[src/hw/ims_pkg.sv]
// constants, field layouts and state codes of the two-wire bus controller
// assumes a 50 MHz system clock and a word-aligned Avalon-MM register map
`default_nettype none

package ims_pkg;

	localparam int          CLK_HZ      = 50_000_000;
	localparam int          BRG_REF_HZ  = 10_000_000;
	localparam int          SCL_STD_HZ  = 100_000;
	localparam int          SCL_FAST_HZ = 400_000;
	localparam logic [16:0] BRG_FIX     = 17'(CLK_HZ / BRG_REF_HZ);
	localparam logic [15:0] RATE_STD    = 16'(CLK_HZ / SCL_STD_HZ - CLK_HZ / BRG_REF_HZ - 1);
	localparam logic [15:0] RATE_FAST   = 16'(CLK_HZ / SCL_FAST_HZ - CLK_HZ / BRG_REF_HZ - 1);

	localparam logic [4:0]  OFS_CTRL = 5'h00;
	localparam logic [4:0]  OFS_RATE = 5'h04;
	localparam logic [4:0]  OFS_MASK = 5'h08;
	localparam logic [4:0]  OFS_ADDR = 5'h0C;
	localparam logic [4:0]  OFS_TXD  = 5'h10;
	localparam logic [4:0]  OFS_RXD  = 5'h14;
	localparam logic [4:0]  OFS_STAT = 5'h18;

	localparam logic [15:0] CTRL_RST   = 16'h1000;
	localparam logic [15:0] CTRL_WMASK = 16'hBFFF;
	localparam logic [7:0]  GC_BYTE    = 8'h00;
	localparam logic [3:0]  RSV_LOW4   = 4'h0;
	localparam logic [4:0]  RSV_HI5    = 5'h1F;
	localparam logic [4:0]  TEN_HI5    = 5'h1E;
	localparam logic [3:0]  BYTE_BITS  = 4'h8;

	typedef struct packed {
		logic module_on;
		logic unused14;
		logic idle_halt;
		logic clock_release;
		logic accept_all_addr;
		logic ten_bit_select;
		logic slew_off;
		logic smbus_levels;
		logic general_call_accept;
		logic stretch_allow;
		logic ack_value;
		logic ack_go;
		logic receive_go;
		logic stop_go;
		logic restart_go;
		logic start_go;
	} ims_ctrl_t;

	typedef struct packed {
		logic bus_owner;
		logic ten_matched;
		logic slave_read;
		logic slave_selected;
		logic gc_seen;
		logic rx_full;
		logic collided;
		logic nack_seen;
		logic master_busy;
	} ims_stat_t;

	typedef enum logic [6:0] {
		M_IDLE    = 7'h01,
		M_START   = 7'h02,
		M_RESTART = 7'h04,
		M_STOP    = 7'h08,
		M_TX      = 7'h10,
		M_RX      = 7'h20,
		M_ACK     = 7'h40
	} ims_mstate_t;

	typedef enum logic [4:0] {
		S_IDLE  = 5'h01,
		S_ADDR  = 5'h02,
		S_ADDR2 = 5'h04,
		S_RXD   = 5'h08,
		S_TXD   = 5'h10
	} ims_sstate_t;

endpackage

`default_nettype wire

[src/hw/ims_ctrl.sv]
// two-wire bus controller: master sequencer, slave address match, register file
// assumes open-drain pads outside (oe high pulls low) and an Avalon-MM master
//
// Function
// - scl period is reload plus one plus five
// - mask bits make address bits don't-care
// - mask applies only without accept-all mode
// - reserved addresses other than general call never match nor acknowledge
// - general call acked only with accept bit
// - 11110xx matches only as ten-bit upper byte
// - module_on enables controller and claims pins
// - idle_halt freezes controller during chip idle
// - clock_release low holds scl low while the slave state machine is not idle
// - hardware clears release at tx start, rx end
// - without stretch, software may only set release
// - accept-all mode acknowledges every address except reserved ones and 11110xx in seven-bit mode
// - ten_bit_select picks ten or seven bit compare
// - accepted general call raises a status flag
// - stretch_allow gates software and receive stretching
// - master runs start, bytes, restart, acks, stop
// - reload covers 100 kHz and 400 kHz
// - start, restart, stop bits cleared when done
// - receive_go cleared after eighth received bit
// - ack_go sends ack_value, then clears
//
// Our own choices: the address map and the Avalon-MM interface to the registers.
`timescale 1ns/1ns
`default_nettype none

module ims_ctrl (
	// clock and reset
	input  wire logic        i_clk,
	input  wire logic        i_sys_rst,
	// avalon-mm slave
	input  wire logic [4:0]  i_avs_address,
	input  wire logic        i_avs_read,
	input  wire logic        i_avs_write,
	input  wire logic [31:0] i_avs_writedata,
	output var  logic [31:0] o_avs_readdata,
	output var  logic        o_avs_waitrequest,
	// chip power state
	input  wire logic        i_cpu_idle,
	// bus pins
	input  wire logic        i_scl,
	input  wire logic        i_sda,
	output var  logic        o_scl_o,
	output var  logic        o_scl_oe,
	output var  logic        o_sda_o,
	output var  logic        o_sda_oe,
	output var  logic        o_pins_owned
);

	////////////////////////////////////////////////////////////////////////
	ims_pkg::ims_ctrl_t   ctl_r, ctl_nxt, ctl_w;
	ims_pkg::ims_stat_t   stat;
	ims_pkg::ims_mstate_t m_state;
	ims_pkg::ims_sstate_t s_state, s_dec_state;
	logic [15:0] rate_r;
	logic [9:0]  mask_r, own_r;
	logic [7:0]  rx_r, m_tx_sr, m_rx_sr, s_sr, s_tx_sr;
	logic [1:0]  meta_r, pin_r, pin_d_r, m_ph;
	logic [16:0] m_period, m_half, tm_r;
	logic [3:0]  m_bit, s_cnt;
	logic        wreq_r, take, wr, rd, run, scl_in, sda_in;
	logic        scl_rise, scl_fall, bus_start, bus_stop;
	logic        m_want_scl, m_want_sda, m_last, m_bitv, m_run_tm, m_adv, m_done, m_bittype, m_collide;
	logic        m_scl_low_r, m_sda_low_r, m_owner_r, nack_r, coll_r, rx_full_r, drive_lvl_r;
	logic        s_ackph_r, s_ack_r, s_mnack_r, s_sel_r, s_ten_r, s_gc_r, s_rw_r, s_data_r;
	logic        s_dec_ack, s_dec_gc, s_rsvd, s_m7, s_mhi, s_m8, s_scl_low, s_rel_clr, s_rx_done;

	////////////////////////////////////////////////////////////////////////
	// avalon slave: one wait state, answer on the second edge
	assign take = (i_avs_read | i_avs_write) & ~wreq_r;
	assign wr   = i_avs_write & take;
	assign rd   = i_avs_read & take;
	assign ctl_w = ims_pkg::ims_ctrl_t'(i_avs_writedata[15:0] & ims_pkg::CTRL_WMASK);

	always_ff @(posedge i_clk) begin
		if (i_sys_rst)
			wreq_r <= 1'b1;
		else
			wreq_r <= ~((i_avs_read | i_avs_write) & wreq_r);
	end
	assign o_avs_waitrequest = wreq_r;

	always_ff @(posedge i_clk) begin
		if (i_sys_rst)
			o_avs_readdata <= 32'h0;
		else if (i_avs_read && wreq_r) begin
			case (i_avs_address)
				ims_pkg::OFS_CTRL: o_avs_readdata <= 32'(ctl_r);
				ims_pkg::OFS_RATE: o_avs_readdata <= 32'(rate_r);
				ims_pkg::OFS_MASK: o_avs_readdata <= 32'(mask_r);
				ims_pkg::OFS_ADDR: o_avs_readdata <= 32'(own_r);
				ims_pkg::OFS_RXD:  o_avs_readdata <= 32'(rx_r);
				ims_pkg::OFS_STAT: o_avs_readdata <= 32'(stat);
				default:           o_avs_readdata <= 32'h0;
			endcase
		end
	end

	always_ff @(posedge i_clk) begin
		if (i_sys_rst) begin
			rate_r <= ims_pkg::RATE_STD;
			mask_r <= 10'h000;
			own_r  <= 10'h000;
		end else if (wr) begin
			if (i_avs_address == ims_pkg::OFS_RATE)
				rate_r <= i_avs_writedata[15:0];
			if (i_avs_address == ims_pkg::OFS_MASK)
				mask_r <= i_avs_writedata[9:0];
			if (i_avs_address == ims_pkg::OFS_ADDR)
				own_r <= i_avs_writedata[9:0];
		end
	end

	always_comb begin
		ctl_nxt = ctl_r;
		if (m_done) begin
			case (m_state)
				ims_pkg::M_START:   ctl_nxt.start_go = 1'b0;
				ims_pkg::M_RESTART: ctl_nxt.restart_go = 1'b0;
				ims_pkg::M_STOP:    ctl_nxt.stop_go = 1'b0;
				ims_pkg::M_RX:      ctl_nxt.receive_go = 1'b0;
				ims_pkg::M_ACK:     ctl_nxt.ack_go = 1'b0;
				default:            ctl_nxt.start_go = ctl_r.start_go;
			endcase
		end
		if (m_collide)
			ctl_nxt[4:0] = 5'h00;
		if (s_rel_clr)
			ctl_nxt.clock_release = 1'b0;
		if (wr && i_avs_address == ims_pkg::OFS_CTRL) begin
			ctl_nxt = ctl_w;
			ctl_nxt.clock_release = ctl_r.stretch_allow ? ctl_w.clock_release
				: (ctl_w.clock_release | (ctl_r.clock_release & ~s_rel_clr));
		end
	end

	always_ff @(posedge i_clk) begin
		if (i_sys_rst)
			ctl_r <= ims_pkg::ims_ctrl_t'(ims_pkg::CTRL_RST);
		else
			ctl_r <= ctl_nxt;
	end

	assign stat = '{bus_owner: m_owner_r, ten_matched: s_ten_r, slave_read: s_rw_r,
		slave_selected: s_sel_r, gc_seen: s_gc_r, rx_full: rx_full_r, collided: coll_r,
		nack_seen: nack_r, master_busy: (m_state != ims_pkg::M_IDLE)};

	////////////////////////////////////////////////////////////////////////
	// pin synchronisers and bus conditions
	always_ff @(posedge i_clk) begin
		if (i_sys_rst) begin
			meta_r  <= 2'h3;
			pin_r   <= 2'h3;
			pin_d_r <= 2'h3;
		end else begin
			meta_r  <= {i_scl, i_sda};
			pin_r   <= meta_r;
			pin_d_r <= pin_r;
		end
	end
	assign scl_in = pin_r[1];
	assign sda_in = pin_r[0];
	assign run       = ctl_r.module_on & ~(ctl_r.idle_halt & i_cpu_idle);
	assign scl_rise  = run & scl_in & ~pin_d_r[1];
	assign scl_fall  = run & ~scl_in & pin_d_r[1];
	assign bus_start = run & scl_in & pin_d_r[1] & ~sda_in & pin_d_r[0];
	assign bus_stop  = run & scl_in & pin_d_r[1] & sda_in & ~pin_d_r[0];

	////////////////////////////////////////////////////////////////////////
	// master sequencer: each phase lasts half a period
	// period from reload
	assign m_period = 17'(rate_r) + 17'h1 + ims_pkg::BRG_FIX;
	assign m_half   = m_period >> 1;
	assign m_bittype = (m_state == ims_pkg::M_TX) | (m_state == ims_pkg::M_RX) | (m_state == ims_pkg::M_ACK);

	always_comb begin
		m_bitv = 1'b1;
		if (m_state == ims_pkg::M_TX && m_bit < ims_pkg::BYTE_BITS)
			m_bitv = m_tx_sr[7];
		if (m_state == ims_pkg::M_ACK)
			m_bitv = ctl_r.ack_value;
		case (m_state)
			ims_pkg::M_START: begin
				m_want_scl = (m_ph == 2'h2);
				m_want_sda = (m_ph != 2'h0);
				m_last     = (m_ph == 2'h2);
			end
			ims_pkg::M_RESTART: begin
				m_want_scl = (m_ph == 2'h0) || (m_ph == 2'h3);
				m_want_sda = (m_ph >= 2'h2);
				m_last     = (m_ph == 2'h3);
			end
			ims_pkg::M_STOP: begin
				m_want_scl = (m_ph == 2'h0);
				m_want_sda = (m_ph != 2'h2);
				m_last     = (m_ph == 2'h2);
			end
			ims_pkg::M_TX, ims_pkg::M_RX, ims_pkg::M_ACK: begin
				m_want_scl = (m_ph == 2'h0);
				m_want_sda = ~m_bitv;
				m_last     = (m_ph == 2'h1);
			end
			default: begin
				m_want_scl = 1'b0;
				m_want_sda = 1'b0;
				m_last     = 1'b1;
			end
		endcase
	end

	// released phases wait for scl to read high, so slaves may stretch
	assign m_run_tm = run & (m_state != ims_pkg::M_IDLE) & (m_want_scl | scl_in);
	assign m_adv    = m_run_tm & (tm_r == m_half - 17'h1);
	assign m_done   = m_adv & m_last & ((m_state == ims_pkg::M_TX) ? (m_bit == ims_pkg::BYTE_BITS)
		: (m_state == ims_pkg::M_RX) ? (m_bit == ims_pkg::BYTE_BITS - 4'h1) : 1'b1);
	assign m_collide = run & (m_state == ims_pkg::M_TX) & (m_bit < ims_pkg::BYTE_BITS)
		& (m_ph == 2'h1) & ~m_want_sda & scl_in & ~sda_in;

	always_ff @(posedge i_clk) begin
		if (i_sys_rst || !ctl_r.module_on || m_collide) begin
			m_state <= ims_pkg::M_IDLE;
			tm_r    <= 17'h0;
			m_ph    <= 2'h0;
			m_bit   <= 4'h0;
		end else if (m_state == ims_pkg::M_IDLE) begin
			tm_r  <= 17'h0;
			m_ph  <= 2'h0;
			m_bit <= 4'h0;
			if (run) begin
				if (ctl_r.start_go)
					m_state <= ims_pkg::M_START;
				else if (ctl_r.restart_go)
					m_state <= ims_pkg::M_RESTART;
				else if (ctl_r.stop_go)
					m_state <= ims_pkg::M_STOP;
				else if (ctl_r.receive_go)
					m_state <= ims_pkg::M_RX;
				else if (ctl_r.ack_go)
					m_state <= ims_pkg::M_ACK;
				else if (wr && i_avs_address == ims_pkg::OFS_TXD && m_owner_r)
					m_state <= ims_pkg::M_TX;
			end
		end else if (m_adv) begin
			tm_r <= 17'h0;
			if (!m_last)
				m_ph <= m_ph + 2'h1;
			else begin
				m_ph <= 2'h0;
				if (m_done)
					m_state <= ims_pkg::M_IDLE;
				else
					m_bit <= m_bit + 4'h1;
			end
		end else if (m_run_tm)
			tm_r <= tm_r + 17'h1;
	end

	always_ff @(posedge i_clk) begin
		if (i_sys_rst || !ctl_r.module_on || m_collide) begin
			m_scl_low_r <= 1'b0;
			m_sda_low_r <= 1'b0;
			m_owner_r   <= 1'b0;
		end else if (m_state != ims_pkg::M_IDLE) begin
			// after a byte or ack the master parks scl low
			m_scl_low_r <= (m_done && m_bittype) ? 1'b1 : m_want_scl;
			m_sda_low_r <= (m_done && m_bittype) ? 1'b0 : m_want_sda;
			if (m_done && (m_state == ims_pkg::M_START || m_state == ims_pkg::M_RESTART))
				m_owner_r <= 1'b1;
			if (m_done && m_state == ims_pkg::M_STOP)
				m_owner_r <= 1'b0;
		end
	end

	always_ff @(posedge i_clk) begin
		if (i_sys_rst) begin
			m_tx_sr <= 8'h00;
			m_rx_sr <= 8'h00;
			nack_r  <= 1'b0;
		end else begin
			if (m_state == ims_pkg::M_IDLE && wr && i_avs_address == ims_pkg::OFS_TXD)
				m_tx_sr <= i_avs_writedata[7:0];
			else if (m_adv && m_last && m_state == ims_pkg::M_TX)
				m_tx_sr <= {m_tx_sr[6:0], 1'b0};
			if (m_adv && m_last && m_state == ims_pkg::M_RX)
				m_rx_sr <= {m_rx_sr[6:0], sda_in};
			if (m_done && m_state == ims_pkg::M_TX)
				nack_r <= sda_in;
		end
	end

	// collision flag: write one clears, a new collision wins
	always_ff @(posedge i_clk) begin
		if (i_sys_rst)
			coll_r <= 1'b0;
		else if (m_collide)
			coll_r <= 1'b1;
		else if (wr && i_avs_address == ims_pkg::OFS_STAT && i_avs_writedata[2])
			coll_r <= 1'b0;
	end

	////////////////////////////////////////////////////////////////////////
	// slave address decode
	// masked compares
	assign s_m7  = &(~(s_sr[7:1] ^ own_r[6:0]) | mask_r[6:0]);
	assign s_mhi = &(~(s_sr[2:1] ^ own_r[9:8]) | mask_r[9:8]);
	assign s_m8  = &(~(s_sr ^ own_r[7:0]) | mask_r[7:0]);
	assign s_rsvd = (s_sr[7:4] == ims_pkg::RSV_LOW4) || (s_sr[7:3] == ims_pkg::RSV_HI5);

	always_comb begin
		s_dec_ack   = 1'b0;
		s_dec_gc    = 1'b0;
		s_dec_state = ims_pkg::S_IDLE;
		case (s_state)
			ims_pkg::S_ADDR: begin
				if (s_sr == ims_pkg::GC_BYTE) begin
					s_dec_ack   = ctl_r.general_call_accept;
					s_dec_gc    = ctl_r.general_call_accept;
					s_dec_state = ctl_r.general_call_accept ? ims_pkg::S_RXD : ims_pkg::S_IDLE;
				end else if (s_sr[7:3] == ims_pkg::TEN_HI5) begin
					if (ctl_r.ten_bit_select && (ctl_r.accept_all_addr || s_mhi) && (!s_sr[0] || s_ten_r)) begin
						s_dec_ack   = 1'b1;
						s_dec_state = s_sr[0] ? ims_pkg::S_TXD : ims_pkg::S_ADDR2;
					end
				end else if (!s_rsvd && !ctl_r.ten_bit_select && (ctl_r.accept_all_addr || s_m7)) begin
					s_dec_ack   = 1'b1;
					s_dec_state = s_sr[0] ? ims_pkg::S_TXD : ims_pkg::S_RXD;
				end
			end
			ims_pkg::S_ADDR2: begin
				if (ctl_r.accept_all_addr || s_m8) begin
					s_dec_ack   = 1'b1;
					s_dec_state = ims_pkg::S_RXD;
				end
			end
			ims_pkg::S_RXD: begin
				s_dec_ack   = 1'b1;
				s_dec_state = ims_pkg::S_RXD;
			end
			ims_pkg::S_TXD: s_dec_state = ims_pkg::S_TXD;
			default: s_dec_state = ims_pkg::S_IDLE;
		endcase
	end

	////////////////////////////////////////////////////////////////////////
	// slave bit engine: bits counted on rise, ack handled on falls
	assign s_rx_done = scl_fall & ~s_ackph_r & (s_cnt == ims_pkg::BYTE_BITS) & (s_state == ims_pkg::S_RXD);
	// clear at tx start and data rx end
	assign s_rel_clr = scl_fall & s_ackph_r & (((s_state == ims_pkg::S_TXD) & ~s_mnack_r)
		| ((s_state == ims_pkg::S_RXD) & s_data_r & ctl_r.stretch_allow));
	assign s_scl_low = (s_state != ims_pkg::S_IDLE) & ~ctl_r.clock_release;

	always_ff @(posedge i_clk) begin
		if (i_sys_rst || !ctl_r.module_on || bus_stop) begin
			s_state   <= ims_pkg::S_IDLE;
			s_cnt     <= 4'h0;
			s_ackph_r <= 1'b0;
			s_ack_r   <= 1'b0;
			s_mnack_r <= 1'b0;
			s_sel_r   <= 1'b0;
			s_ten_r   <= 1'b0;
			s_gc_r    <= 1'b0;
			s_rw_r    <= 1'b0;
			s_data_r  <= 1'b0;
			s_sr      <= 8'h00;
		end else if (bus_start) begin
			s_state   <= ims_pkg::S_ADDR;
			s_cnt     <= 4'h0;
			s_ackph_r <= 1'b0;
			s_ack_r   <= 1'b0;
		end else if (scl_rise && s_state != ims_pkg::S_IDLE) begin
			if (s_ackph_r)
				s_mnack_r <= sda_in;
			else if (s_cnt < ims_pkg::BYTE_BITS) begin
				s_sr  <= {s_sr[6:0], sda_in};
				s_cnt <= s_cnt + 4'h1;
			end
		end else if (scl_fall && s_state != ims_pkg::S_IDLE) begin
			if (!s_ackph_r && s_cnt == ims_pkg::BYTE_BITS) begin
				s_ackph_r <= 1'b1;
				s_ack_r   <= s_dec_ack;
				s_state   <= s_dec_state;
				s_mnack_r <= 1'b0;
				s_data_r  <= (s_state == ims_pkg::S_RXD);
				s_sel_r   <= s_sel_r | s_dec_ack;
				s_gc_r    <= s_gc_r | s_dec_gc;
				if (s_state == ims_pkg::S_ADDR && s_dec_ack)
					s_rw_r <= s_sr[0];
				if (s_state == ims_pkg::S_ADDR2 && s_dec_ack)
					s_ten_r <= 1'b1;
			end else if (s_ackph_r) begin
				s_ackph_r <= 1'b0;
				s_ack_r   <= 1'b0;
				s_cnt     <= 4'h0;
				if (s_state == ims_pkg::S_TXD && s_mnack_r)
					s_state <= ims_pkg::S_IDLE;
			end
		end
	end

	always_ff @(posedge i_clk) begin
		if (i_sys_rst)
			s_tx_sr <= 8'h00;
		else if (wr && i_avs_address == ims_pkg::OFS_TXD && !m_owner_r)
			s_tx_sr <= i_avs_writedata[7:0];
		else if (scl_fall && s_state == ims_pkg::S_TXD && !s_ackph_r && s_cnt != 4'h0 && s_cnt < ims_pkg::BYTE_BITS)
			s_tx_sr <= {s_tx_sr[6:0], 1'b1};
	end

	// received byte: a new byte wins over the read that empties it
	always_ff @(posedge i_clk) begin
		if (i_sys_rst) begin
			rx_r      <= 8'h00;
			rx_full_r <= 1'b0;
		end else begin
			if (rd && i_avs_address == ims_pkg::OFS_RXD)
				rx_full_r <= 1'b0;
			if (m_done && m_state == ims_pkg::M_RX) begin
				rx_r      <= {m_rx_sr[6:0], sda_in};
				rx_full_r <= 1'b1;
			end else if (s_rx_done) begin
				rx_r      <= s_sr;
				rx_full_r <= 1'b1;
			end
		end
	end

	////////////////////////////////////////////////////////////////////////
	// pads
	always_ff @(posedge i_clk) begin
		if (i_sys_rst) begin
			o_scl_oe     <= 1'b0;
			o_sda_oe     <= 1'b0;
			o_pins_owned <= 1'b0;
			drive_lvl_r  <= 1'b0;
		end else begin
			o_pins_owned <= ctl_r.module_on;
			o_scl_oe     <= ctl_r.module_on & (m_scl_low_r | s_scl_low);
			o_sda_oe     <= ctl_r.module_on & (m_sda_low_r | s_ack_r
				| ((s_state == ims_pkg::S_TXD) & ~s_ackph_r & (s_cnt < ims_pkg::BYTE_BITS) & ~s_tx_sr[7]));
			drive_lvl_r  <= 1'b0;
		end
	end
	assign o_scl_o = drive_lvl_r;
	assign o_sda_o = drive_lvl_r;
endmodule

`default_nettype wire

[config.mk]
export PLATFORM = sky130hd
export DESIGN_NAME = ims_ctrl
export DESIGN_NICKNAME = d
export VERILOG_FILES = /design/src/hw/ims_pkg.sv /design/src/hw/ims_ctrl.sv
export SDC_FILE = /design/constraint.sdc
export NUM_CORES = 1
export LEC_CHECK = 0
export BUFFER_PORTS_ARGS = -buffer_cell sky130_fd_sc_hd__buf_2
export CORE_MARGIN = 1.5
export CORE_UTILIZATION = 51
export CTS_CLUSTER_SIZE = 12
export DETAILED_ROUTE_END_ITERATION = 10
export GPL_ROUTABILITY_DRIVEN = 0
export PLACE_DENSITY = 0.75
export SLEW_MARGIN = 20
export SYNTH_ARGS = -nofsm -noshare
export SYNTH_HDL_FRONTEND = slang
export SYNTH_SLANG_ARGS = --single-unit
[constraint.sdc]
create_clock -name i_clk -period 3.2 [get_ports i_clk]
set_input_delay 0.48 -clock i_clk [delete_from_list [all_inputs] [get_ports i_clk]]
set_output_delay 0.48 -clock i_clk [all_outputs]
set_load 0.01 [all_outputs]
==> results of run 1 <==
where the power goes:
| part | leakage (uW) | internal [uW] | switching (uW) | total (uW) |
|---|---|---|---|---|
| Clock | 0.000278 | 1040 | 988 | 2030 |
| Sequential | 0.00136 | 2110 | 7.41 | 2120 |
| Combinational | 0.00222 | 40.4 | 108 | 148 |
| Total | 0.00386 | 3190 | 1100 | 4290 |
per-layer routing:
metal	wire (microns)	GRT usage	up-vias
met2	11700	0.421	347
li1	-	-	4186
met3	1930	0.0388	54
met5	0	0	-
met4	739	0.101	0
met1	11300	0.357	4148
synth_stat cells, types with 12 or more instances:
| cell | count |
|---|---|
| a211oi_1 | 12 |
| a21oi_1 | 78 |
| a22oi_1 | 13 |
| and3_1 | 14 |
| buf_2 | 14 |
| buf_4 | 19 |
| clkbuf_1 | 52 |
| dfxtp_1 | 169 |
| inv_1 | 25 |
| mux2i_1 | 59 |
| nand2_1 | 180 |
| nand2b_1 | 12 |
| nand3_1 | 36 |
| nor2_1 | 106 |
| nor3_1 | 27 |
| o211ai_1 | 15 |
| o21ai_0 | 26 |
| o22ai_1 | 14 |
| o31ai_1 | 13 |
| or3_1 | 17 |
| xnor2_1 | 47 |
| xor2_1 | 21 |
flip-flops by register name, summed over array words and instances (netlist names), 2 cells and up:
| register | cells |
|---|---|
| s_tx_sr | 8 |
| rate_r | 16 |
| mask_r | 10 |
| m_tx_sr | 8 |
| m_state | 7 |
| tm_r | 17 |
| meta_r | 2 |
| o_avs_readdata | 16 |
| rx_r | 8 |
| own_r | 10 |
| ctl_r | 15 |
| s_state | 5 |
| pin_d_r | 2 |
| m_ph | 2 |
| pin_r | 2 |
| s_sr | 8 |
| s_cnt | 4 |
| m_bit | 4 |
| m_rx_sr | 7 |
per-stage QoR:
stage	setup slack [ns]	total power, uW
floorplan	0.0128	2260
detailed placement	0.0262	2310
global placement	0.0449	2310
finish	0.101	4290
global route	-0.0469	4400
CTS	0.00781	4300
worst max path at each step:
stage,cells after the start,start,to
6_report,13,rate_r[1]$_SDFFE_PP1P_,m_tx_sr[1]$_SDFFE_PP0P_
5_1_grt,13,rate_r[1]$_SDFFE_PP1P_,m_tx_sr[1]$_SDFFE_PP0P_
4_1_cts,11,rate_r[2]$_SDFFE_PP1P_,m_state[4]$_SDFFE_PP0P_
3_5_place_dp,11,rate_r[2]$_SDFFE_PP1P_,m_state[4]$_SDFFE_PP0P_
3_3_place_gp,11,rate_r[2]$_SDFFE_PP1P_,m_state[4]$_SDFFE_PP0P_
2_1_floorplan,13,rate_r[1]$_SDFFE_PP1P_,m_tx_sr[1]$_SDFFE_PP0P_
cells by family (layout without fill, tap and decap cells):
kind of cell    count (synthesis)  after routing  share of synthesized area
compound gates                235            235                      0.168
xor+xnor                       69             69                     0.0654
fa+ha+maj                      11             11                     0.0147
simple gates                  495            496                      0.266
other cells                     1             18                   0.000401
mux                            61             61                     0.0656
flops                         169            169                      0.362
buf+inv                       118            170                     0.0585
what timing repair did:
action / in CTS / in global routing
endpoints found under the setup margin: 0 / 63
buffers inserted: 0 / 10
gates resized for setup: 0 / 21
final cells by class:
type,instances,area share
multi-input cells,890,0.524
flip-flops and latches,169,0.316
clock buffers,17,0.0397
well taps,229,0.0267
clock inverters,15,0.0142
inverters,26,0.00911
repair buffers,112,0.0704
worst max-delay path: stages, from the launching register on:
cell and delay (ns):
dfxtp_2 0.33, inv_2 0.07, ha_4 0.18, or4b_4 0.49, a21oi_4 0.23, a2bb2oi_2 0.16, xnor2_1 0.14, nand4_1 0.16
nor4_4 0.31, buf_6 0.17, buf_4 0.12, nand4_4 0.09, or4b_1 0.51, nand3_1 0.08
==> metrics.md, run 1 <==
| Metric | Value |
|---|---|
| Worst hold start | `i_scl` |
| Normalized max-slew margin | `0.524` |
| Die W | `138 microns` |
| FFs w/ async S/R, synth | `0` |
| Synth area leaders | `dfxtp_1, nand2_1, mux2i_1, xnor2_1, nor2_1` |
| Post-Route WL | `25.8 mm` |
| Syn-to-layout area delta | `14.5%` |
| Nets | `1,271` |
| Number of diodes | `0` |
| Sink Count | `169` |
| Most area-hungry cell type in the Yosys netlist | `dfxtp_1` |
| Worst R2R Path Depth | `13` |
| Worst-margin pin slew | `0.714 ns` |
| Reg clk slew, reported paths | `0.07 ns` |
| Vias per cell | `5.99` |
| Total Neg Setup Slack | `0 ns` |
| CTS Buf Count | `17` |
| LEAKAGE | `0.00386 uW` |
| Setup CP Type | `reg -> reg` |
| Core box area | `18,000 sq um` |
| Die height | `138 microns` |
| Hold_buf cts | `0` |
| Avg Inst Size Synth | `8.07 sq um` |
| Starting density of the core | `0.521` |
| Number of antenna violations at the first check in global routing | `0` |
| Worst Path Required | `3.58 ns` |
| Final setup fails | `0` |
| CTS Buffer Depth | `2` |
| Share of post-route cells with drive strength above 1 | `0.163` |
| Syn Inst Count | `1,159` |
| Max Fclk | `323 MHz` |
| Die area | `19,200 sq um` |
| DRC | `0` |
| Post-DP Area | `9950 sq um` |
| Yosys warns | `0` |
| Antenna-violating nets left | `0` |
| Register area | `3390 sq um` |
| Pre-Repair DR Iteration Count | `6` |
| Clk_skew | `0.00844 ns` |
| I/O pin cnt | `82` |
| Crit-path max FO | `9` |
| Initial drt markers | `896` |
| HPWL after detailed placement | `18.3 mm` |
| Flop-to-flop setup slack | `0.10 ns` |
| Final hold viol count | `0` |
| Total GRT Usage | `0.262` |
| CTS tree | `done` |
| Clock latency on the worst-skew pair | `0.44 ns` |
| Worst Path Arrival | `3.48 ns` |
| Setup crit end kind | `flip-flop` |
| Largest net degree at the start of global routing | `67` |
| Post-placement cell count | `1,415` |
| CTS HTree Levels | `4` |
| GRT overflow | `0` |
| Post-Layout Cell Count | `1,458` |
| Post-synth cell types | `88` |
| FP Rows | `49` |
| Max-cap violations | `0` |
| Root Driver | `clkbuf_16` |
| Final cycle utilization of the critical path | `0.968` |
| Min Tclk post-route | `3.10 ns` |
| Worst R2R End | `m_tx_sr[1]$_SDFFE_PP0P_` |
| Most common cell after layout, fill and taps aside | `nand2_1` |
| Synth Register Bits | `169` |
| Area occupied by multi-input gates | `5610 sq um` |
| Min-delay worst type | `in -> reg` |
| Setup crit start kind | `flip-flop` |
| Ys flop type | `dfxtp_1` |
| Reg-to-reg startpoint | `rate_r[1]$_SDFFE_PP1P_` |
| Most frequent cells in the layout | `nand2_1, dfxtp_1, nor2_1` |
| Routed len/inst | `17.7 microns` |
| EDFF count, synth | `0` |
| VDD IR max | `0.391 mV` |
| Min-Delay Endpoint | `meta_r[1]$_SDFF_PP1_` |
| Hold Path Cell Cnt | `2` |
| Post-synth top area share | `0.362` |
| Number of global-route vias before repair | `7,788` |
| Port Buf Inserts | `47` |
| Slew Limit Fails | `0` |
| Min Hold Slack | `0.216 ns` |
| Vias after detailed routing | `8,735` |
| Post-route cell area | `10,700 sq um` |
| Sequential area share after synthesis | `0.362` |
| Outcome | `finished, final reports clean` |
| Fill count | `1,548` |
| First-pass GRT wire length | `40.6 mm` |
| PwrDens | `400 nW/um^2` |
| Final Core Density | `0.596` |
| Synth Cell Area | `9350 sq um` |
No activity file was read; power rests on OpenSTA's default activity.
==> inputs of run 2 (changes only) <==
CELL_PAD_IN_SITES_DETAIL_PLACEMENT = 0   (was unset)
CELL_PAD_IN_SITES_GLOBAL_PLACEMENT = 2   (was unset)
CORE_UTILIZATION = 36   (was 51)
PLACE_DENSITY = 0.82   (was 0.75)
clock period = 3.56 ns   (was 3.2 ns; I/O delays follow)
==> metrics.md, run 2 (synthesized netlist as in run 1, its figures left out) <==
| Metric | Value |
|---|---|
| Min-delay worst type | `in -> reg` |
| Most common cell after layout, fill and taps aside | `nand2_1` |
| Syn-to-layout area delta | `13.4%` |
| Hold Path Cell Cnt | `2` |
| Max-cap violations | `0` |
| Core box area | `25,300 sq um` |
| Most frequent cells in the layout | `nand2_1, dfxtp_1, nor2_1` |
| HPWL after detailed placement | `20.6 mm` |
| Post-Layout Cell Count | `1,544` |
| Antenna-violating nets left | `0` |
| CTS Buffer Depth | `2` |
| Vias after detailed routing | `8,337` |
| Sink Count | `169` |
| Number of diodes | `0` |
| Final cycle utilization of the critical path | `0.929` |
| CTS HTree Levels | `4` |
| Port Buf Inserts | `47` |
| Max reg flops | `17` |
| Normalized max-slew margin | `0.354` |
| VDD IR max | `0.265 mV` |
| Starting density of the core | `0.369` |
| Crit-path max FO | `13` |
| Min Tclk post-route | `3.31 ns` |
| Post-Route WL | `27.7 mm` |
| Initial drt markers | `621` |
| Reg clk slew, reported paths | `0.08 ns` |
| Post-placement cell count | `1,508` |
| Total Neg Setup Slack | `0 ns` |
| Worst Path Arrival | `3.68 ns` |
| Largest Register | `tm_r` |
| Outcome | `finished, final reports clean` |
| CP cell instances | `inv_1 > ha_2 > or4b_1 > a21oi_4 > a2bb2oi_1 > xnor2_1 > nand4_1 > nor4_4 > buf_4 > nand4b_4 > buf_4 > nor2_1 > o221a_2` |
| Setup crit start kind | `flip-flop` |
| Worst Path Required | `3.93 ns` |
| Routed len/inst | `18.0 microns` |
| I/O pin cnt | `82` |
| Vias per cell | `5.40` |
| Share of post-route cells with drive strength above 1 | `0.140` |
| CTS Buf Count | `17` |
| Number of antenna violations at the first check in global routing | `0` |
| Largest net degree at the start of global routing | `89` |
| Max Fclk | `302 MHz` |
| CTS tree | `done` |
| Largest stage delay, worst path | `0.53 ns` |
| GRT overflow | `0` |
| Die area | `27,000 sq um` |
| First-pass GRT wire length | `43.1 mm` |
| Min-Delay Endpoint | `meta_r[1]$_SDFF_PP1_` |
| Worst-margin pin slew | `0.969 ns` |
| Top Registers | `tm_r x17, o_avs_readdata x16, rate_r x16` |
| Final hold viol count | `0` |
| Die W | `164 microns` |
| Nets | `1,256` |
| Worst hold start | `i_scl` |
| Post-DP Area | `9990 sq um` |
| DRC | `0` |
| Total GRT Usage | `0.209` |
| Setup crit end kind | `flip-flop` |
| Fill count | `2,618` |
| LEAKAGE | `0.00378 uW` |
| Slew Limit Fails | `0` |
| Final setup fails | `0` |
| Clk_skew | `0.0170 ns` |
| PwrDens | `365 nW/um^2` |
| Crit-path slowest cell | `or4b_1` |
| Number of global-route vias before repair | `7,610` |
| FP Rows | `58` |
| Pre-Repair DR Iteration Count | `5` |
| Top cell by count, worst path | `buf_4` |
| Place WS | `0.0176 ns` |
| Reg-to-reg startpoint | `rate_r[2]$_SDFFE_PP1P_` |
| Post-route cell area | `10,600 sq um` |
| Clock latency on the worst-skew pair | `0.43 ns` |
| Root Driver | `clkbuf_16` |
| Die height | `164 microns` |
| Setup CP Type | `reg -> reg` |
| RSZ-0062 raised after global routing | `false` |
| Flop-to-flop setup slack | `0.25 ns` |
| Worst R2R End | `m_scl_low_r$_SDFFE_PP0N_` |
| Worst R2R Path Depth | `13` |
| Final worst slack | `0.254 ns` |
## run 2: repair_timing
action | CTS | global route
gates resized for setup | 0 | 2
endpoints found under the setup margin | 1 | 63
buffers inserted | 2 | 2
hold endpoints to repair | 0 | 0
hold buffers | 0 | 0
pin swaps | 1 | 3
## run 2: power breakdown
part	leakage (uW)	switching, uW	internal (uW)
combinational	0.00214	99.5	34.5
clock	0.000276	897	935
sequential	0.00136	6.56	1890
total	0.00378	1000	2860
## run 2: layout make-up
type                            instances  area [sq um]  share of cell area
Sequential cell                       169          3380               0.319
Timing Repair Buffer                   98           618              0.0583
Clock inverter                         15           151              0.0143
Tap cell                              330           413              0.0389
Clock buffer                           17           425              0.0401
Multi-Input combinational cell        889          5520               0.520
Inverter                               26          97.6             0.00920
## run 2: worst max-delay path: cells and delay by family, from the launching register on
family                   cells  cell delay, ns
adder cells (fa/ha/maj)      1            0.26
AO/OA/AOI/OAI                3            0.68
AND/OR/NAND/NOR              5            1.33
buffers and inverters        3            0.52
flip-flops                   1            0.31
XOR/XNOR                     1            0.15
## run 2: worst max-delay path by stage
| stage | startpoint | to | slack [ns] | depth (start not counted) |
|---|---|---|---|---|
| global route | rate_r[9]$_SDFFE_PP0P_ | m_scl_low_r$_SDFFE_PP0N_ | 0.008 | 11 |
| detailed placement | rate_r[2]$_SDFFE_PP1P_ | m_scl_low_r$_SDFFE_PP0N_ | 0.02 | 12 |
| CTS | rate_r[2]$_SDFFE_PP1P_ | m_scl_low_r$_SDFFE_PP0N_ | 0.004 | 12 |
| global placement | rate_r[2]$_SDFFE_PP1P_ | m_state[4]$_SDFFE_PP0P_ | 0.04 | 11 |
| finish | rate_r[2]$_SDFFE_PP1P_ | m_scl_low_r$_SDFFE_PP0N_ | 0.25 | 13 |
| floorplan | rate_r[1]$_SDFFE_PP1P_ | m_tx_sr[1]$_SDFFE_PP0P_ | 0.20 | 13 |
## run 2: metal layers
layer / vias to the layer above / part of all wire / track usage
met5: - / 0 / 0
met3: 24 / 0.046 / 0.0263
li1: 4161 / - / -
met4: 0 / 0.017 / 0.0620
met1: 3960 / 0.48 / 0.292
met2: 192 / 0.45 / 0.333
## run 2: per-stage QoR
stage	total power, uW	hold slack [ns]	utilization
3_5_place_dp	2080	0.393	0.394
4_1_cts	3920	0.266	0.418
3_3_place_gp	2080	0.398	0.394
6_report	3870	0.283	0.419
5_1_grt	4000	0.273	0.419
2_1_floorplan	2030	0.389	-
